`src/rtl/apm_pkg.sv`:
```
// Package for the audio chip power manager: offsets, codes, counts and types
package apm_pkg;

    // ==========================================================
    // Host I/O ports
    localparam logic [11:0] APM_PWR_CTL_ADDR = 12'h227; // power_control_port
    localparam logic [11:0] APM_ACT_FLAG_ADDR = 12'h226; // activity-flag port
    localparam logic [7:0] APM_PORT_HI = 8'h22; // device ports are 0x220..0x22f

    // ==========================================================
    // power_control_port fields
    localparam int APM_PC_GPO_A = 0;
    localparam int APM_PC_GPO_B = 1;
    localparam int APM_PC_PD_REQ = 2;
    localparam int APM_PC_ANALOG_ON = 3;
    localparam int APM_PC_RSVD = 4;
    localparam int APM_PC_FM_RESET = 5;
    localparam int APM_PC_UNKNOWN = 6;
    localparam int APM_PC_SUSPEND = 7;
    localparam logic [7:0] APM_PC_RESET = 8'h02;

    // ==========================================================
    // output_powerdown_control fields
    localparam int APM_OC_CODE_LSB = 0;
    localparam int APM_OC_CODE_W = 3;
    localparam int APM_OC_INV_A = 4;
    localparam int APM_OC_TIMED_A = 5;
    localparam int APM_OC_INV_B = 6;
    localparam int APM_OC_TIMED_B = 7;
    localparam logic [7:0] APM_OC_RESET = 8'h00;

    // ==========================================================
    // Command codes
    localparam logic [7:0] APM_CMD_UNLOCK = 8'hc6;
    localparam logic [7:0] APM_CMD_TIMEOUT = 8'hbd;
    localparam logic [7:0] APM_CMD_RELOCK = 8'hc7;
    localparam logic [7:0] APM_CMD_DOWNLOAD = 8'hc1;
    localparam logic [7:0] APM_CMD_OC_WRITE = 8'hcf;
    localparam logic [7:0] APM_CMD_OC_READ = 8'hce;

    // ==========================================================
    // Timing
    localparam int APM_CLK_HZ = 20000000;
    localparam int APM_TICK_HZ = 16; // restore counter rate
    localparam int APM_TICK_CYCLES = APM_CLK_HZ / APM_TICK_HZ;
    localparam int APM_STEP_S = 8; // seconds per timeout unit
    localparam int APM_STEP_TICKS = APM_STEP_S * APM_TICK_HZ;
    localparam logic [9:0] APM_CTX_BYTES = 10'h30e; // 782 context bytes

    // ==========================================================
    // Types
    typedef enum logic [1:0] {APM_PWR_ON, APM_PWR_PARTIAL, APM_PWR_FULL} apm_pwr_t;
    typedef enum logic [1:0] {APM_CP_IDLE, APM_CP_TIMEOUT_ARG, APM_CP_OC_ARG} apm_cp_t;

    typedef struct packed {
        logic [11:0] addr;
        logic [7:0] wdata;
        logic wr;
        logic rd;
    } apm_io_t;

    typedef struct packed {
        logic full;
        logic partial;
        logic osc_run;
        logic analog_on;
        logic synth_mute;
        logic dac_mute;
    } apm_pwr_status_t;

endpackage

```
`src/rtl/apm_power_manager.sv`:
```
// Power manager of a PC audio chip: control port, power states, timers, outputs
//
// Overview of operation
// - Control port access never wakes the device
// - Bit zero drives output A, resets low
// - Bit one drives output B, resets high
// - Power-down bit rising edge interrupts processor
// - Analog bit selects partial or full power-down
// - Bit five holds synthesizer in reset
// - Suspend pulse interrupts processor, starts upload
// - Timeout is byte times eight seconds
// - Explicit power-down works with timer enabled
// - Inactivity timer runs only between finished commands
// - Saved context is 782 bytes both ways
// - Output control written, read by commands; soft-reset-proof
// - Invert bits flip outputs during full power-down
// - Timed bits delay restoring outputs after wake
// - Restore delay counts 16 Hz up to code
// - Partial keeps oscillator, analog; mutes synth, DAC
// - Other device port access, except the activity flag port, wakes device
`timescale 1ns/1ns
`default_nettype none

module apm_power_manager
    import apm_pkg::*;
#(
    parameter int TICK_CYCLES = APM_TICK_CYCLES
)
(
    input wire logic clk_sys_in,
    input wire logic reset_in,
    input wire apm_io_t io_in,
    input wire logic dma_ack_in,
    input wire logic soft_reset_in,
    input wire logic cmd_wr_in,
    input wire logic [7:0] cmd_byte_in,
    input wire logic op_busy_in,
    input wire logic ctx_strobe_in,
    output logic [7:0] io_rdata_out,
    output logic [7:0] cmd_resp_out,
    output logic cmd_resp_valid_out,
    output logic general_output_a_out,
    output logic general_output_b_out,
    output logic fm_reset_out,
    output logic pd_irq_out,
    output logic suspend_irq_out,
    output apm_pwr_status_t pwr_status_out,
    output logic ctx_upload_out,
    output logic ctx_download_out,
    output logic [9:0] ctx_count_out
);

    // ==========================================================
    // Register state
    logic [7:0] pc_q, pc_d;
    logic [7:0] oc_q, oc_d;
    apm_pwr_t pwr_q, pwr_d;
    apm_cp_t cp_q, cp_d;
    logic unlock_q, unlock_d;
    logic [7:0] timeout_q, timeout_d;
    logic [31:0] div_q;
    logic [14:0] idle_q;
    logic [2:0] rst_cnt_q;
    logic pend_q;
    logic up_q, down_q;
    logic [9:0] ctx_q;
    logic [7:0] resp_q;
    logic resp_v_q;
    logic pdirq_q, susirq_q;

    // ==========================================================
    // Host port decode
    wire logic io_any = io_in.wr | io_in.rd;
    wire logic pc_wr = io_in.wr && (io_in.addr == APM_PWR_CTL_ADDR);
    wire logic in_range = (io_in.addr[11:4] == APM_PORT_HI);
    // Control and activity ports are excluded so polling never wakes us
    wire logic io_wake = io_any && in_range && (io_in.addr != APM_PWR_CTL_ADDR)
        && (io_in.addr != APM_ACT_FLAG_ADDR);
    wire logic wake = io_wake | dma_ack_in;

    // Request edges: only a low-to-high change of the stored bit counts
    wire logic pd_edge = pc_wr && io_in.wdata[APM_PC_PD_REQ] && !pc_q[APM_PC_PD_REQ];
    wire logic sus_edge = pc_wr && io_in.wdata[APM_PC_SUSPEND] && !pc_q[APM_PC_SUSPEND];

    // Bit six reads as zero, everything else reads back as written
    assign io_rdata_out = pc_q & ~(8'h01 << APM_PC_UNKNOWN);

    // ==========================================================
    // Power control port
    assign pc_d = pc_wr ? io_in.wdata : pc_q;

    always_ff @(posedge clk_sys_in or posedge reset_in)
    begin
        if (reset_in)
            pc_q <= APM_PC_RESET;
        else
            pc_q <= pc_d;
    end

    // ==========================================================
    // 16 Hz tick divider
    wire logic tick = (div_q == 32'(TICK_CYCLES - 1));

    always_ff @(posedge clk_sys_in or posedge reset_in)
    begin
        if (reset_in)
            div_q <= 32'h0;
        else
            div_q <= tick ? 32'h0 : div_q + 32'h1;
    end

    // ==========================================================
    // Command parser: timeout and output-control programming
    wire logic cmd_idle = (cp_q == APM_CP_IDLE);
    wire logic oc_read = cmd_wr_in && cmd_idle && (cmd_byte_in == APM_CMD_OC_READ);
    wire logic dl_start = cmd_wr_in && cmd_idle && (cmd_byte_in == APM_CMD_DOWNLOAD);

    always_comb
    begin
        cp_d = cp_q;
        unlock_d = unlock_q;
        timeout_d = timeout_q;
        oc_d = oc_q;
        if (cmd_wr_in)
        begin
            case (cp_q)
                APM_CP_IDLE:
                begin
                    if (cmd_byte_in == APM_CMD_UNLOCK)
                        unlock_d = 1'b1;
                    else if (cmd_byte_in == APM_CMD_RELOCK)
                        unlock_d = 1'b0;
                    else if (cmd_byte_in == APM_CMD_TIMEOUT && unlock_q)
                        cp_d = APM_CP_TIMEOUT_ARG;
                    else if (cmd_byte_in == APM_CMD_OC_WRITE)
                        cp_d = APM_CP_OC_ARG;
                end
                APM_CP_TIMEOUT_ARG:
                begin
                    timeout_d = cmd_byte_in;
                    cp_d = APM_CP_IDLE;
                end
                APM_CP_OC_ARG:
                begin
                    oc_d = cmd_byte_in;
                    oc_d[3] = 1'b0;
                    cp_d = APM_CP_IDLE;
                end
                default:
                    cp_d = APM_CP_IDLE;
            endcase
        end
    end

    // Soft reset clears the parser but leaves the output control register alone
    always_ff @(posedge clk_sys_in or posedge reset_in)
    begin
        if (reset_in)
        begin
            cp_q <= APM_CP_IDLE;
            unlock_q <= 1'b0;
            timeout_q <= 8'h00;
        end
        else if (soft_reset_in)
        begin
            cp_q <= APM_CP_IDLE;
            unlock_q <= 1'b0;
            timeout_q <= 8'h00;
        end
        else
        begin
            cp_q <= cp_d;
            unlock_q <= unlock_d;
            timeout_q <= timeout_d;
        end
    end

    always_ff @(posedge clk_sys_in or posedge reset_in)
    begin
        if (reset_in)
            oc_q <= APM_OC_RESET;
        else
            oc_q <= oc_d;
    end

    // Read-back answer of the output control register
    always_ff @(posedge clk_sys_in or posedge reset_in)
    begin
        if (reset_in)
        begin
            resp_q <= 8'h00;
            resp_v_q <= 1'b0;
        end
        else
        begin
            resp_v_q <= oc_read;
            resp_q <= oc_read ? oc_q : resp_q;
        end
    end

    assign cmd_resp_out = resp_q;
    assign cmd_resp_valid_out = resp_v_q;

    // ==========================================================
    // Inactivity timer, in 16 Hz ticks; 8 s is 128 ticks per unit
    wire logic [14:0] idle_limit = 15'({timeout_q, 7'h0});
    wire logic timer_en = (timeout_q != 8'h00) && (pwr_q == APM_PWR_ON);
    // Stopped while an operation or a multi-byte command is still open
    wire logic timer_run = timer_en && !op_busy_in && cmd_idle;
    wire logic timer_clr = !timer_en || cmd_wr_in || wake || soft_reset_in;
    wire logic self_pd = timer_run && tick && (idle_q == idle_limit - 15'h1);

    always_ff @(posedge clk_sys_in or posedge reset_in)
    begin
        if (reset_in)
            idle_q <= 15'h0;
        else if (timer_clr || self_pd)
            idle_q <= 15'h0;
        else if (timer_run && tick)
            idle_q <= idle_q + 15'h1;
    end

    // ==========================================================
    // Power state machine
    wire logic pd_go = pd_edge | self_pd;
    // The analog bit as written in the same cycle decides the type
    wire logic analog_sel = pc_d[APM_PC_ANALOG_ON];

    always_comb
    begin
        pwr_d = pwr_q;
        case (pwr_q)
            APM_PWR_ON:
            begin
                if (pd_go)
                    pwr_d = analog_sel ? APM_PWR_PARTIAL : APM_PWR_FULL;
            end
            APM_PWR_PARTIAL, APM_PWR_FULL:
            begin
                if (wake)
                    pwr_d = APM_PWR_ON;
                else if (pd_go)
                    pwr_d = analog_sel ? APM_PWR_PARTIAL : APM_PWR_FULL;
            end
            default:
                pwr_d = APM_PWR_ON;
        endcase
    end

    always_ff @(posedge clk_sys_in or posedge reset_in)
    begin
        if (reset_in)
            pwr_q <= APM_PWR_ON;
        else
            pwr_q <= pwr_d;
    end

    // Partial keeps the oscillator and analog up, audio paths muted
    assign pwr_status_out.full = (pwr_q == APM_PWR_FULL);
    assign pwr_status_out.partial = (pwr_q == APM_PWR_PARTIAL);
    assign pwr_status_out.osc_run = (pwr_q != APM_PWR_FULL);
    assign pwr_status_out.analog_on = (pwr_q != APM_PWR_FULL);
    assign pwr_status_out.synth_mute = (pwr_q != APM_PWR_ON);
    assign pwr_status_out.dac_mute = (pwr_q != APM_PWR_ON);

    // ==========================================================
    // Restore delay after waking from full power-down
    wire logic full_wake = (pwr_q == APM_PWR_FULL) && (pwr_d == APM_PWR_ON);
    wire logic [2:0] code = oc_q[APM_OC_CODE_LSB +: APM_OC_CODE_W];
    wire logic rst_done = (rst_cnt_q == code);

    always_ff @(posedge clk_sys_in or posedge reset_in)
    begin
        if (reset_in)
        begin
            pend_q <= 1'b0;
            rst_cnt_q <= 3'h0;
        end
        else if (full_wake)
        begin
            pend_q <= 1'b1;
            rst_cnt_q <= 3'h0;
        end
        else if (pwr_q != APM_PWR_ON)
            pend_q <= 1'b0;
        else if (pend_q && rst_done)
            pend_q <= 1'b0;
        else if (pend_q && tick)
            rst_cnt_q <= rst_cnt_q + 3'h1;
    end

    // ==========================================================
    // General outputs: programmed level, inverted in full power-down
    wire logic in_full = (pwr_q == APM_PWR_FULL);
    wire logic flip_a = oc_q[APM_OC_INV_A] && (in_full || (pend_q && oc_q[APM_OC_TIMED_A]));
    wire logic flip_b = oc_q[APM_OC_INV_B] && (in_full || (pend_q && oc_q[APM_OC_TIMED_B]));

    always_ff @(posedge clk_sys_in or posedge reset_in)
    begin
        if (reset_in)
            {general_output_a_out, general_output_b_out, fm_reset_out} <= 3'b010;
        else
            {general_output_a_out, general_output_b_out, fm_reset_out} <= {pc_q[APM_PC_GPO_A] ^ flip_a,
                pc_q[APM_PC_GPO_B] ^ flip_b, pc_q[APM_PC_FM_RESET]};
    end

    // ==========================================================
    // Interrupts to the embedded processor, one pulse per edge
    always_ff @(posedge clk_sys_in or posedge reset_in)
    begin
        if (reset_in)
            {pdirq_q, susirq_q} <= 2'b00;
        else
            {pdirq_q, susirq_q} <= {pd_edge, sus_edge};
    end

    assign pd_irq_out = pdirq_q;
    assign suspend_irq_out = susirq_q;

    // ==========================================================
    // Context transfer byte count; suspend starts upload, command starts download
    wire logic ctx_last = (ctx_q == APM_CTX_BYTES - 10'h1);

    always_ff @(posedge clk_sys_in or posedge reset_in)
    begin
        if (reset_in)
        begin
            up_q <= 1'b0;
            down_q <= 1'b0;
            ctx_q <= 10'h0;
        end
        else if (sus_edge && !down_q)
        begin
            up_q <= 1'b1;
            ctx_q <= 10'h0;
        end
        else if (dl_start && !up_q)
        begin
            down_q <= 1'b1;
            ctx_q <= 10'h0;
        end
        else if ((up_q || down_q) && ctx_strobe_in)
        begin
            ctx_q <= ctx_q + 10'h1;
            if (ctx_last)
                {up_q, down_q} <= 2'b00;
        end
    end

    assign ctx_upload_out = up_q;
    assign ctx_download_out = down_q;
    assign ctx_count_out = ctx_q;

endmodule

`default_nettype wire

```
`config.mk`:
```
export PLATFORM = sky130hd
export DESIGN_NAME = apm_power_manager
export DESIGN_NICKNAME = d
export VERILOG_FILES = /design/src/rtl/apm_pkg.sv /design/src/rtl/apm_power_manager.sv
export SDC_FILE = /design/constraint.sdc
export NUM_CORES = 1
export LEC_CHECK = 0
export BUFFER_PORTS_ARGS = -buffer_cell sky130_fd_sc_hd__buf_2
export CORE_UTILIZATION = 45
export CTS_CLUSTER_DIAMETER = 40
export CTS_CLUSTER_SIZE = 24
export DETAILED_ROUTE_END_ITERATION = 16
export PLACE_DENSITY = 0.68
export SETUP_SLACK_MARGIN = 0.05
export SLEW_MARGIN = 15
export SYNTH_ARGS = -nofsm -noshare
export SYNTH_HDL_FRONTEND = slang
export SYNTH_SLANG_ARGS = --single-unit
```
`constraint.sdc`:
```
create_clock -name clk_sys_in -period 2.9 [get_ports clk_sys_in]
set_input_delay 0.29 -clock clk_sys_in [delete_from_list [all_inputs] [get_ports clk_sys_in]]
set_output_delay 0.29 -clock clk_sys_in [all_outputs]
set_load 0.005 [all_outputs]
```
### Word-level counts from Yosys, hierarchy flattened

Index checks and enable logic that the tools add are counted.
Widths: inputs -> output; s select.

* register bits: 104
* output and inout port bits: 40
* word-level logic and storage cells: 160

* $add $sub $neg: 5
* eq/ne operators: 25
* muxes and demuxes: 38
* bitwise operators: 6
* reduce and logical (&&, ||, !) cells: 65

Operator list (number)
* $eq 8x8->1 const B: 6
* $add 32x1->32 const B: 1
* $eq 32x21->1 const B: 1
* $mux 32: 1
* $mux 10: 3
* $mux 15: 2
* $logic_and 1x1->1: 27
* $mux 8: 3
* $ne 12x10->1 const B: 2
* $mux 2: 10
* $reduce_bool 2->1: 10
* $add 15x1->15 const B: 1
* $eq 15x15->1: 1
* $sub 15x1->15 const B: 1
* $mux 1: 13
* $eq 12x10->1 const B: 1
* $mux 3: 4
* $reduce_and 3->1: 4
* $add 10x1->10 const B: 1
* $eq 10x10->1 const B: 1
* $reduce_bool 3->1: 3
* $eq 8x6->1 const B: 1
* $reduce_bool 8->1: 1
* $logic_or 1x1->1: 7
* other kinds (18): 34

### Logic depth before layout (Yosys ltp)

Gate-level depths: netlist of the first run.

* depth after elaboration: 14
* depth in mapped cells: 9
* depth with buffers taken out: 8

### Least setup slack after synthesis of the first run

OpenSTA, ideal clock, no wires.

* path kind: reg-to-reg
* start: reg div_q[0]
* end: reg idle_q[11]
* setup time: 0.077 ns
* data arrival time: 2.263 ns
* required time: 2.823 ns
* path slack: 0.560 ns
* cell stages (with the launch flop): 8
* cell sequence: dfrtp_1 -> ha_1 -> and3_1 -> nand4_2 -> nor4_4 -> o21ai_4 -> or4_1 -> a21oi_1

* word-level cells in the longest chain between the ends: 5
* elaborated cells on any way between the ends: 6
* classes of those cells: eq/ne: 1; mux: 1; reduce/logical: 4

RTL lines
* from (decl): line apm_power_manager.sv:61 `logic [31:0] div_q;`
* from (signal assigned): line apm_power_manager.sv:109 `div_q <= tick ? 32'h0 : div_q + 32'h1;`
* $eq 32x21->1 *: line apm_power_manager.sv:102 `wire logic tick = (div_q == 32'(TICK_CYCLES - 1));`
* $logic_and 1x1->1 *: line apm_power_manager.sv:211, apm_power_manager.sv:219
* $logic_and 1x1->1: line apm_power_manager.sv:211 `wire logic self_pd = timer_run && tick && (idle_q == idle_limit - 15'h1);`
* $logic_or 1x1->1: line apm_power_manager.sv:217 `else if (timer_clr || self_pd)`
* $mux 15 / $reduce_bool 2->1 (equally long branches)
* to (signal assigned): line apm_power_manager.sv:220 `idle_q <= idle_q + 15'h1;`
* to (decl): line apm_power_manager.sv:62 `logic [14:0] idle_q;`

Every way passes the cells marked *; elsewhere a longest branch is shown, timed or not.
A chain may end at the register's enable or synchronous reset.

### Worst setup path in the final report of the first run

* start: reg timeout_q[2]
* end: reg idle_q[9]

* word-level cells in the longest chain between the ends: 8
* elaborated cells on any way between the ends: 15
* classes of those cells: add/sub: 1; eq/ne: 1; mux: 1; reduce/logical: 12

RTL lines
* from (decl): line apm_power_manager.sv:60 `logic [7:0] timeout_q, timeout_d;`
* from (signal assigned): line apm_power_manager.sv:174 `timeout_q <= timeout_d;`
* parallel branches: the longest is 8 deep, another holds $sub 15x1->15

Several ways; the timed one is not identified.

==> qor.csv, run 1 <==
metric;value;unit
cp-start-kind;flop;
outcome;finished clean;
place_area;0.00570;sq mm
synth_compound_area_share;5.04;%
finalMaxSlewViolations;0;
synth.area.top_cells;dfrtp_1, xor2_1, xnor2_1;
cp_max_fo;14;
final_util;54.3;%
worstPathArrival;2.87;ns
root_buffer;clkbuf_16;
required;3.14;ns
avgSynthCellArea;10.6;sq um
ys.warnings.count;0;
cts.htree.levels;3;
synthSimpleGateAreaFrac;22.7;%
async_flop_share;100;%
tritoncts;done;
die_h;109;um
finalSetupTns;0;ns
nets;614;
final_hold_viol_count;0;
cp-end-kind;flop;
hpwlAfterDp;7420;um
synth_area;0.00516;sq mm
synthMuxAreaShare;6.50;%
cts_setup_buffers;0;
clk_path_buf_depth;2;
skew;0.00818;ns
antenna_left;0;
maxSlewHeadroom;52.4;%
power_density;472;mW/mm^2
setup_violations;0;
cts_buffers;9;
syn2layout_area_growth;16.0;%
dieArea;0.0119;sq mm
grt_pass1_vias;3801;
initial_utilization;46.8;%
clk_latency;0.35;ns
ys_seq_area_share;50.0;%
routed_wl;10300;um
grt-ovfl-total;0;
holdWs;0.0615;ns
nFillCells;1003;
avgViaCountPerCell;5.37;
worst_pin_slew;0.710;ns
diodes;0;
yosys-top-cells-count;dfrtp_1, nor2_1, nand2_1, xor2_1, xnor2_1;
crit_type;flop to flop;
vias;3816;
hold_class;input port to async pin;
cts_resized;0;
holdBufCountCts;0;
min_period;2.63;ns
fmax;381;MHz
ir_drop;0.000405;V
antenna_found_initial;0;
gp_congestion;0.804;
drive_above_1_share;23.6;%
yosysTopAreaCellShare;49.0;%
io_pins;77;
post-route-period-util;90.6;%
drt-wirelength-per-cell;14.5;um
synth_top_area_cell;dfrtp_1;
synth_xor_area_share;10.9;%
synthMostInstantiatedCell;dfrtp_1;
grt_max_degree;104;
track_usage;19.2;%
portBuffers;73;
power_leakage;2.92;nW
synth-seq-cells;103;
rsz0062_at_grt;no;
synthCells;486;
dr.pass1.iters;4;
core-area;0.0110;sq mm
drcViolationCount;0;
clkTransAtPathRegs;0.07;ns
fp.dieW;109;um
grt_pass1_wl;17800;um
cts_sinks;103;
synth_edf_count;0;
fp-row-count;38;
ys_types;60;
final_area;0.00599;sq mm
synth_top_flop_cell;dfrtp_1;
synthAdderAreaFrac;2.67;%
cap_violations;0;
synth_top_family_by_area;simple AND/OR/NAND/NOR gates;
drt_iter0_drc;145;
kinds of logic (layout without fill, tap and decap cells):
group                      after synthesis  in the layout
and+or+nand+nor                        214            214
DFF                                    103            103
xor gates and xnor gates                64             64
AOI/OAI and AO/OA                       38             38
muxes                                   31             31
buffers and inverters                   24            108
adders and majority gates               11             11
other                                    1              2
power breakdown:
| group | switching (W) | internal [W] | total, W |
|---|---|---|---|
| clock | 0.000545 | 0.000612 | 0.00116 |
| combinational | 0.0000935 | 0.0000737 | 0.000167 |
| sequential | 0.0000417 | 0.00146 | 0.00150 |
| total | 0.000680 | 0.00215 | 0.00283 |
registers in the layout, indices dropped and copies added, names as in the netlist, 3 cells and up:
| register | flops |
|---|---|
| rst_cnt_q | 3 |
| div_q | 32 |
| oc_q | 7 |
| pc_q | 7 |
| ctx_count_out | 10 |
| cmd_resp_out | 7 |
| timeout_q | 8 |
| idle_q | 15 |
cell type report:
cell class	count	area [sq um]	share of cell area [%]
clock inverter	5	40.0	0.669
tap	140	175	2.93
clock buffer	11	243	4.05
inverter	13	52.6	0.878
sequential	103	2580	43.1
multi-input combinational	360	2470	41.3
timing repair buffer	79	423	7.06
worst paths after layout:
kind                           endpoint    startpoint  cells past startpoint  slack, ns
max in group asynchronous    idle_q[11]      reset_in                      3       2.39
min reg2reg                fm_reset_out       pc_q[5]                      0       0.40
max reg2reg                   idle_q[9]  timeout_q[2]                      6       0.27
min in group clk_sys_in         pc_q[1]      io_in[3]                      2       0.17
min                           div_q[29]      reset_in                      3       0.06
max                           idle_q[9]  timeout_q[2]                      6       0.27
cell usage in the layout, fill, tap and decap left out, types with 3 or more instances in the layout:
master,count
dfrtp_1,101
buf_2,73
nor2_1,62
nand2_1,40
xor2_1,33
xnor2_1,31
nand4_1,21
mux2_2,20
nand3_1,19
inv_1,12
mux2i_1,11
ha_1,11
a21oi_1,10
and3_1,10
nor3_1,9
clkbuf_16,9
o21ai_0,7
nand2b_1,6
or4_1,5
or3_1,5
buf_4,5
or2_2,4
o31ai_1,4
nand3b_1,4
clkinvlp_4,4
nor4b_1,3
and4_1,3
critical path, cell delays in order (launching register included):
cell,delay (ns)
dfrtp_1,0.43
or4_1,0.63
or4b_1,0.53
a22oi_1,0.16
and4_1,0.28
or2_2,0.31
o21ba_1,0.19
per-stage QoR:
| stage | power [W] | setup WS [ns] | instances |
|---|---|---|---|
| final | 0.00283 | 0.274 | 711 |
| after global routing | 0.00294 | 0.122 | 711 |
| after CTS | 0.00286 | 0.245 | 711 |
| after detailed placement | 0.00170 | 0.254 | 695 |
| after global placement | 0.00169 | 0.302 | 695 |
| after floorplan | 0.00161 | 0.560 | 487 |
per-layer routing:
layer  GRT usage [%]  part of all wire [%]  up-vias
met3            5.62                   5.0        6
met2            32.4                    49       91
met4            4.34                  0.73        0
met1            24.2                    46     1860
li1                -                     -     1859
met5               0                     0        -
Power figures use the tool's default switching activity.
==> run 2: changes to the inputs <==
Settings changed: ABC_AREA from default to 1, PLACE_DENSITY 0.68 to 0.67.
==> run 2 against run 1 <==
  * Final cell count rose by 40%
  * Clock power up 16%
  * Non-clock buffer count decreased by 1
  * Clock skew increased by 0.0031 ns
  * Sequential cell count did not move
  * Critical endpoint is now idle_q[0]
  * Fmax grew 27%
  * Die area grew 13%
  * Worst hold slack improved by 0.070 ns
  * Worst setup slack better by 0.56 ns
  * Global-route usage rose by 2.3 points
  * Area after synthesis grew 13%
==> qor.csv, run 2 <==
metric;value;unit;change
outcome;finished clean;;
core-area;0.0126;sq mm;+14%
post-route-period-util;71.4;%;-19 points
rsz0062_at_grt;no;;
root_buffer;clkbuf_16;;
die_h;116;um;+6.1%
ys_seq_area_share;44.3;%;-5.7 points
fp-row-count;41;;+7.9%
maxSlewHeadroom;52.7;%;+0.34 points
ys.warnings.count;0;;unchanged
clk_path_buf_depth;2;;unchanged
crit_chain;ha_1, nand3_1, inv_1, nand4_1, nor2_1, nand2_1, nand2_2, mux2_2;;
reg2reg_from;div_q[0];;
synth.area.top_cells;dfrtp_1, nand2_1, inv_1;;
path_buf_inv;1;;+1
final_hold_viol_count;0;;unchanged
cts_setup_buffers;0;;unchanged
dr.pass1.iters;5;;+1
rr_worst_depth;8;;+2
hpwlAfterDp;10200;um;+37%
slowest_delay;0.38;ns;-0.25 ns
holdBufCountCts;1;;+1
drt-wirelength-per-cell;13.3;um;-8.6%
cts_sinks;103;;unchanged
synth_top_area_cell;dfrtp_1;;
crit_path_top_delay_cell;dfrtp_1;;
grt_pass1_wl;22400;um;+26%
routed_wl;13200;um;+28%
io_pins;77;;unchanged
worst_pin_slew;0.704;ns;-0.00576 ns
cp-end-kind;flop;;
tritoncts;done;;
final_common_cell;nand2_1;;
skew;0.0113;ns;+0.00314 ns
async_flop_share;100;%;unchanged
grt_pass1_vias;4881;;+28%
setup_violations;0;;unchanged
power_leakage;3.43;nW;+17%
clkTransAtPathRegs;0.07;ns;about the same
cp_max_fo;9;;-5
cp_num_cells;8;;+2
ys_types;44;;-27%
synthCells;737;;+52%
cts_buffers;9;;unchanged
synth-seq-cells;103;;unchanged
synthMostInstantiatedCell;nand2_1;;
antenna_found_initial;0;;unchanged
syn2layout_area_growth;15.1;%;
yosys-top-cells-count;nand2_1, inv_1, dfrtp_1, nor2_1, nand3_1;;
antenna_left;0;;unchanged
fmax;483;MHz;+27%
ir_drop;0.000372;V;-8.2%
dp_cells;977;;+41%
yosysTopAreaCellShare;43.4;%;-5.6 points
clk_latency;0.36;ns;about the same
crit_end;idle_q[0];;
avgSynthCellArea;7.90;sq um;-26%
min_period;2.07;ns;-0.556 ns
dieArea;0.0134;sq mm;+13%
synth_area;0.00582;sq mm;+13%
cts_resized;0;;unchanged
synth_top_flop_cell;dfrtp_1;;
drt_iter0_drc;257;;+77%
diodes;0;;unchanged
critical-path-top-delay-family;simple AND/OR/NAND/NOR gates;;
largest-register;div_q;;
track_usage;21.5;%;+2.3 points
cap_violations;0;;unchanged
cp-start-kind;flop;;
required;3.14;ns;about the same
portBuffers;73;;unchanged
avgViaCountPerCell;5.03;;-6.2%
largest_register_ffs;32;;unchanged
rr_endpoint;idle_q[0];;
finalMaxSlewViolations;0;;unchanged
grt_max_degree;48;;-54%
grt-ovfl-total;0;;unchanged
synth_edf_count;0;;unchanged
worstPathArrival;2.31;ns;-0.56 ns
gp_congestion;0.883;;+9.8%
finalSetupTns;0;ns;unchanged
mostFrequentLayoutCells;nand2_1, inv_1, dfrtp_1;;
initial_utilization;46.2;%;-0.65 points
power_density;521;mW/mm^2;+10%
nets;865;;+41%
drive_above_1_share;16.2;%;-7.5 points
crit_type;flop to flop;;
hold_class;input port to flop;;
cts.htree.levels;3;;unchanged
setup.worst_path.start;div_q[0];;
final-instance-count-excl-fill;994;;+40%
drcViolationCount;0;;unchanged
vias;5002;;+31%
rrSetupSlack;0.83;ns;+0.56 ns
fp.dieW;116;um;+6.1%
## run 2: cell count changes after synthesis, moves of 8 or more
cell / before / now
a21oi_1: 10 / 18
and3_1: 10 / 1
inv_1: 13 / 111
mux2_2: 20 / 1
mux2i_1: 11 / 0
nand2_1: 40 / 156
nand2_2: 0 / 13
nand3_1: 19 / 43
nor2_1: 62 / 72
nor3_1: 9 / 30
nor4_1: 2 / 15
o21ai_0: 7 / 36
o22ai_1: 0 / 12
xnor2_1: 31 / 8
## run 2: cell type report
type                       instances  area, sq um
sequential                       103         2580
clock buffer                      10          229
timing repair buffer              78          405
tap                              172          215
inverter                         117          445
clock inverter                     6         98.8
multi-input combinational        508         2730
fill                            1229         5910
## run 2: layer usage
layer  GRT usage, %  share of wire, %  vias to the layer above
met1           26.1                44                     2341
met2           37.5                50                      106
met5              0                 0                        -
met3           4.97               3.8                       30
met4           7.01               2.2                        0
li1               -                 -                     2525
## run 2: where the power goes
group	internal, W	switching (W)
combinational	0.000200	0.000276
sequential	0.00155	0.000121
clock	0.000773	0.000571
total	0.00252	0.000968
## run 2: worst min-delay path by stage
stage / endpoint / cells after the start / slack (ns) / from
2_1_floorplan: unlock_q / 1 / 0.35 / soft_reset_in
3_3_place_gp: pd_irq_out / 2 / 0.31 / reset_in
3_5_place_dp: pd_irq_out / 2 / 0.32 / reset_in
4_1_cts: unlock_q / 2 / 0.12 / soft_reset_in
5_1_grt: pc_q[4] / 3 / 0.12 / io_in[6]
6_report: unlock_q / 2 / 0.13 / soft_reset_in
## run 2: kinds of logic after synthesis
logic type / synth area share [%]
and+or+nand+nor: 30.4
DFF: 44.3
other: 0.0644
buffers and inverters: 8.85
adders and majority gates: 2.36
AOI/OAI and AO/OA: 6.70
muxes: 0.387
xor gates and xnor gates: 6.92
## run 2: per-stage QoR
step	hold slack [ns]	util [%]	instance area (sq um)	power, W	worst slack [ns]
6_report	0.132	53.1	6710	0.00349	0.830
3_5_place_dp	0.324	50.5	6370	0.00218	0.838
4_1_cts	0.119	53.1	6710	0.00353	0.816
2_1_floorplan	0.353	-	5830	0.00198	1.15
3_3_place_gp	0.307	50.5	6370	0.00215	0.876
5_1_grt	0.120	53.1	6710	0.00366	0.550
==> run 3: changes to the inputs <==
Settings changed: PLACE_DENSITY 0.67 to default.
Clock period 2.9 ns to 1.95 ns, I/O delays scaled along.
==> run 3 against run 2 <==
  * Core utilization increased by 5.6 points
  * Count of clock-buffer cells in the layout decreased by 1
  * Critical path type unchanged
  * Via count increased by 5.1%
  * Power increased by 51%
  * Largest power group unchanged
  * Non-clock buffer count increased by 48
==> qor.csv, run 3 (synthesized netlist as in run 2, its figures left out) <==
metric;value;unit;change
dp_cells;1008;;+3.2%
nets;913;;+5.5%
dr.pass1.iters;4;;-1
grt_pass1_vias;4970;;+1.8%
worst_pin_slew;0.622;ns;-0.0826 ns
fp.dieW;116;um;unchanged
worstPathArrival;2.11;ns;-0.20 ns
fmax;539;MHz;+12%
cts_sinks;103;;unchanged
maxSlewHeadroom;58.5;%;+5.8 points
clk_latency;0.36;ns;about the same
outcome;finished clean;;
post-route-period-util;95.1;%;+24 points
cts.htree.levels;3;;unchanged
drt-wirelength-per-cell;13.6;um;+2.4%
track_usage;22.3;%;+0.82 points
clk_path_buf_depth;2;;unchanged
ir_drop;0.000580;V;+56%
routed_wl;14200;um;+7.4%
tritoncts;done;;
grt-ovfl-total;0;;unchanged
rsz0062_at_grt;yes;;
setup_violations;0;;unchanged
clkTransAtPathRegs;0.08;ns;about the same
gp_congestion;0.902;;+2.1%
cp_max_fo;3;;-6
cp-end-kind;flop;;
hold_class;input port to flop;;
antenna_left;0;;unchanged
cts_buffers;9;;unchanged
finalMaxSlewViolations;0;;unchanged
final_hold_viol_count;0;;unchanged
cp-start-kind;flop;;
fp-row-count;41;;unchanged
grt_pass1_wl;23200;um;+3.8%
largest-register;div_q;;
antenna_found_initial;0;;unchanged
syn2layout_area_growth;27.2;%;
drcViolationCount;0;;unchanged
largest_register_ffs;32;;unchanged
avgViaCountPerCell;5.05;;+0.26%
final_area;0.00741;sq mm;+11%
vias;5257;;+5.1%
core-area;0.0126;sq mm;unchanged
io_pins;77;;unchanged
power_leakage;3.75;nW;+9.2%
drive_above_1_share;26.9;%;+11 points
crit_type;flop to flop;;
die_h;116;um;unchanged
portBuffers;73;;unchanged
hpwlAfterDp;10700;um;+5.1%
finalSetupTns;0;ns;unchanged
skew;0.0125;ns;+0.00122 ns
cap_violations;0;;unchanged
drt_iter0_drc;293;;+14%
final_common_cell;nand2_1;;
grt_max_degree;48;;unchanged
diodes;0;;unchanged
root_buffer;clkbuf_16;;
required;2.20;ns;-0.94 ns
power_density;710;mW/mm^2;+36%
mostFrequentLayoutCells;nand2_1, inv_1, dfrtp_1;;
initial_utilization;46.2;%;unchanged
min_period;1.85;ns;-0.215 ns
final-instance-count-excl-fill;1042;;+4.8%
place_area;0.00663;sq mm;+4.0%
dieArea;0.0134;sq mm;unchanged
## run 3: cell types whose count changed in the layout (fill, tap and decap cells not counted), sizes merged
cell      previous run  this run
inv                118       120
clkbuf              10         9
clkinvlp             2         1
buf                 77       125
## run 3: worst paths after layout
kind	start	to	slack [ns]	depth (start not counted)
setup / recovery	div_q[1]	div_q[30]	0.1	10
hold / removal	soft_reset_in	unlock_q	0.03	2
setup reg to reg	div_q[1]	div_q[30]	0.1	10
hold reg to reg	pc_q[5]	fm_reset_out	0.43	0
max in group asynchronous	reset_in	idle_q[10]	0.80	4
min in group asynchronous	reset_in	pd_irq_out	0.49	3
## run 3: metal layers
layer	GRT usage [%]	vias to the layer above	share of wire [%]
met3	5.44	20	3.6
met4	6.15	0	1.6
met5	0	-	0
met2	37.3	101	49
met1	28.7	2518	46
li1	-	2618	-
## run 3: timing repair
| item | CTS | global route |
|---|---|---|
| setup buffers | 5 | 12 |
| pin swaps | 2 | 18 |
| hold buffers | 1 | 0 |
| endpoints found under the hold margin | 24 | 0 |
| setup endpoints to repair | 8 | 30 |
| gates resized for setup | 7 | 77 |
## run 3: critical path, stage by stage (launching register included)
cell and delay (ns):
dfrtp_1 0.40, ha_4 0.17, nand3_4 0.10, inv_4 0.09, nand2_4 0.06, nor2_4 0.11, nand4_1 0.20, nor4_2 0.37
a21oi_1 0.12, o21ai_1 0.09, inv_1 0.05
## run 3: area by class of cell
type / instances / area (sq um)
timing repair buffer: 126 / 822
sequential: 103 / 2580
inverter: 117 / 448
clock inverter: 7 / 109
clock buffer: 9 / 225
fill: 1190 / 5210
tap: 172 / 215
multi-input combinational: 508 / 3010
## run 3: through the flow
step	hold WS [ns]	setup slack (ns)	util [%]	power, W
after global routing	0.0297	-0.0375	58.7	0.00552
final	0.0314	0.0952	58.7	0.00526
after detailed placement	0.328	-0.0473	52.5	0.00324
after floorplan	0.258	0.200	-	0.00295
after global placement	0.327	0.0220	52.5	0.00321
after CTS	0.0198	0.0327	55.8	0.00530
## run 3: where the power goes
part           internal [W]  switching (W)
clock network       0.00116       0.000884
logic              0.000317       0.000413
registers           0.00231       0.000186
total               0.00378        0.00148
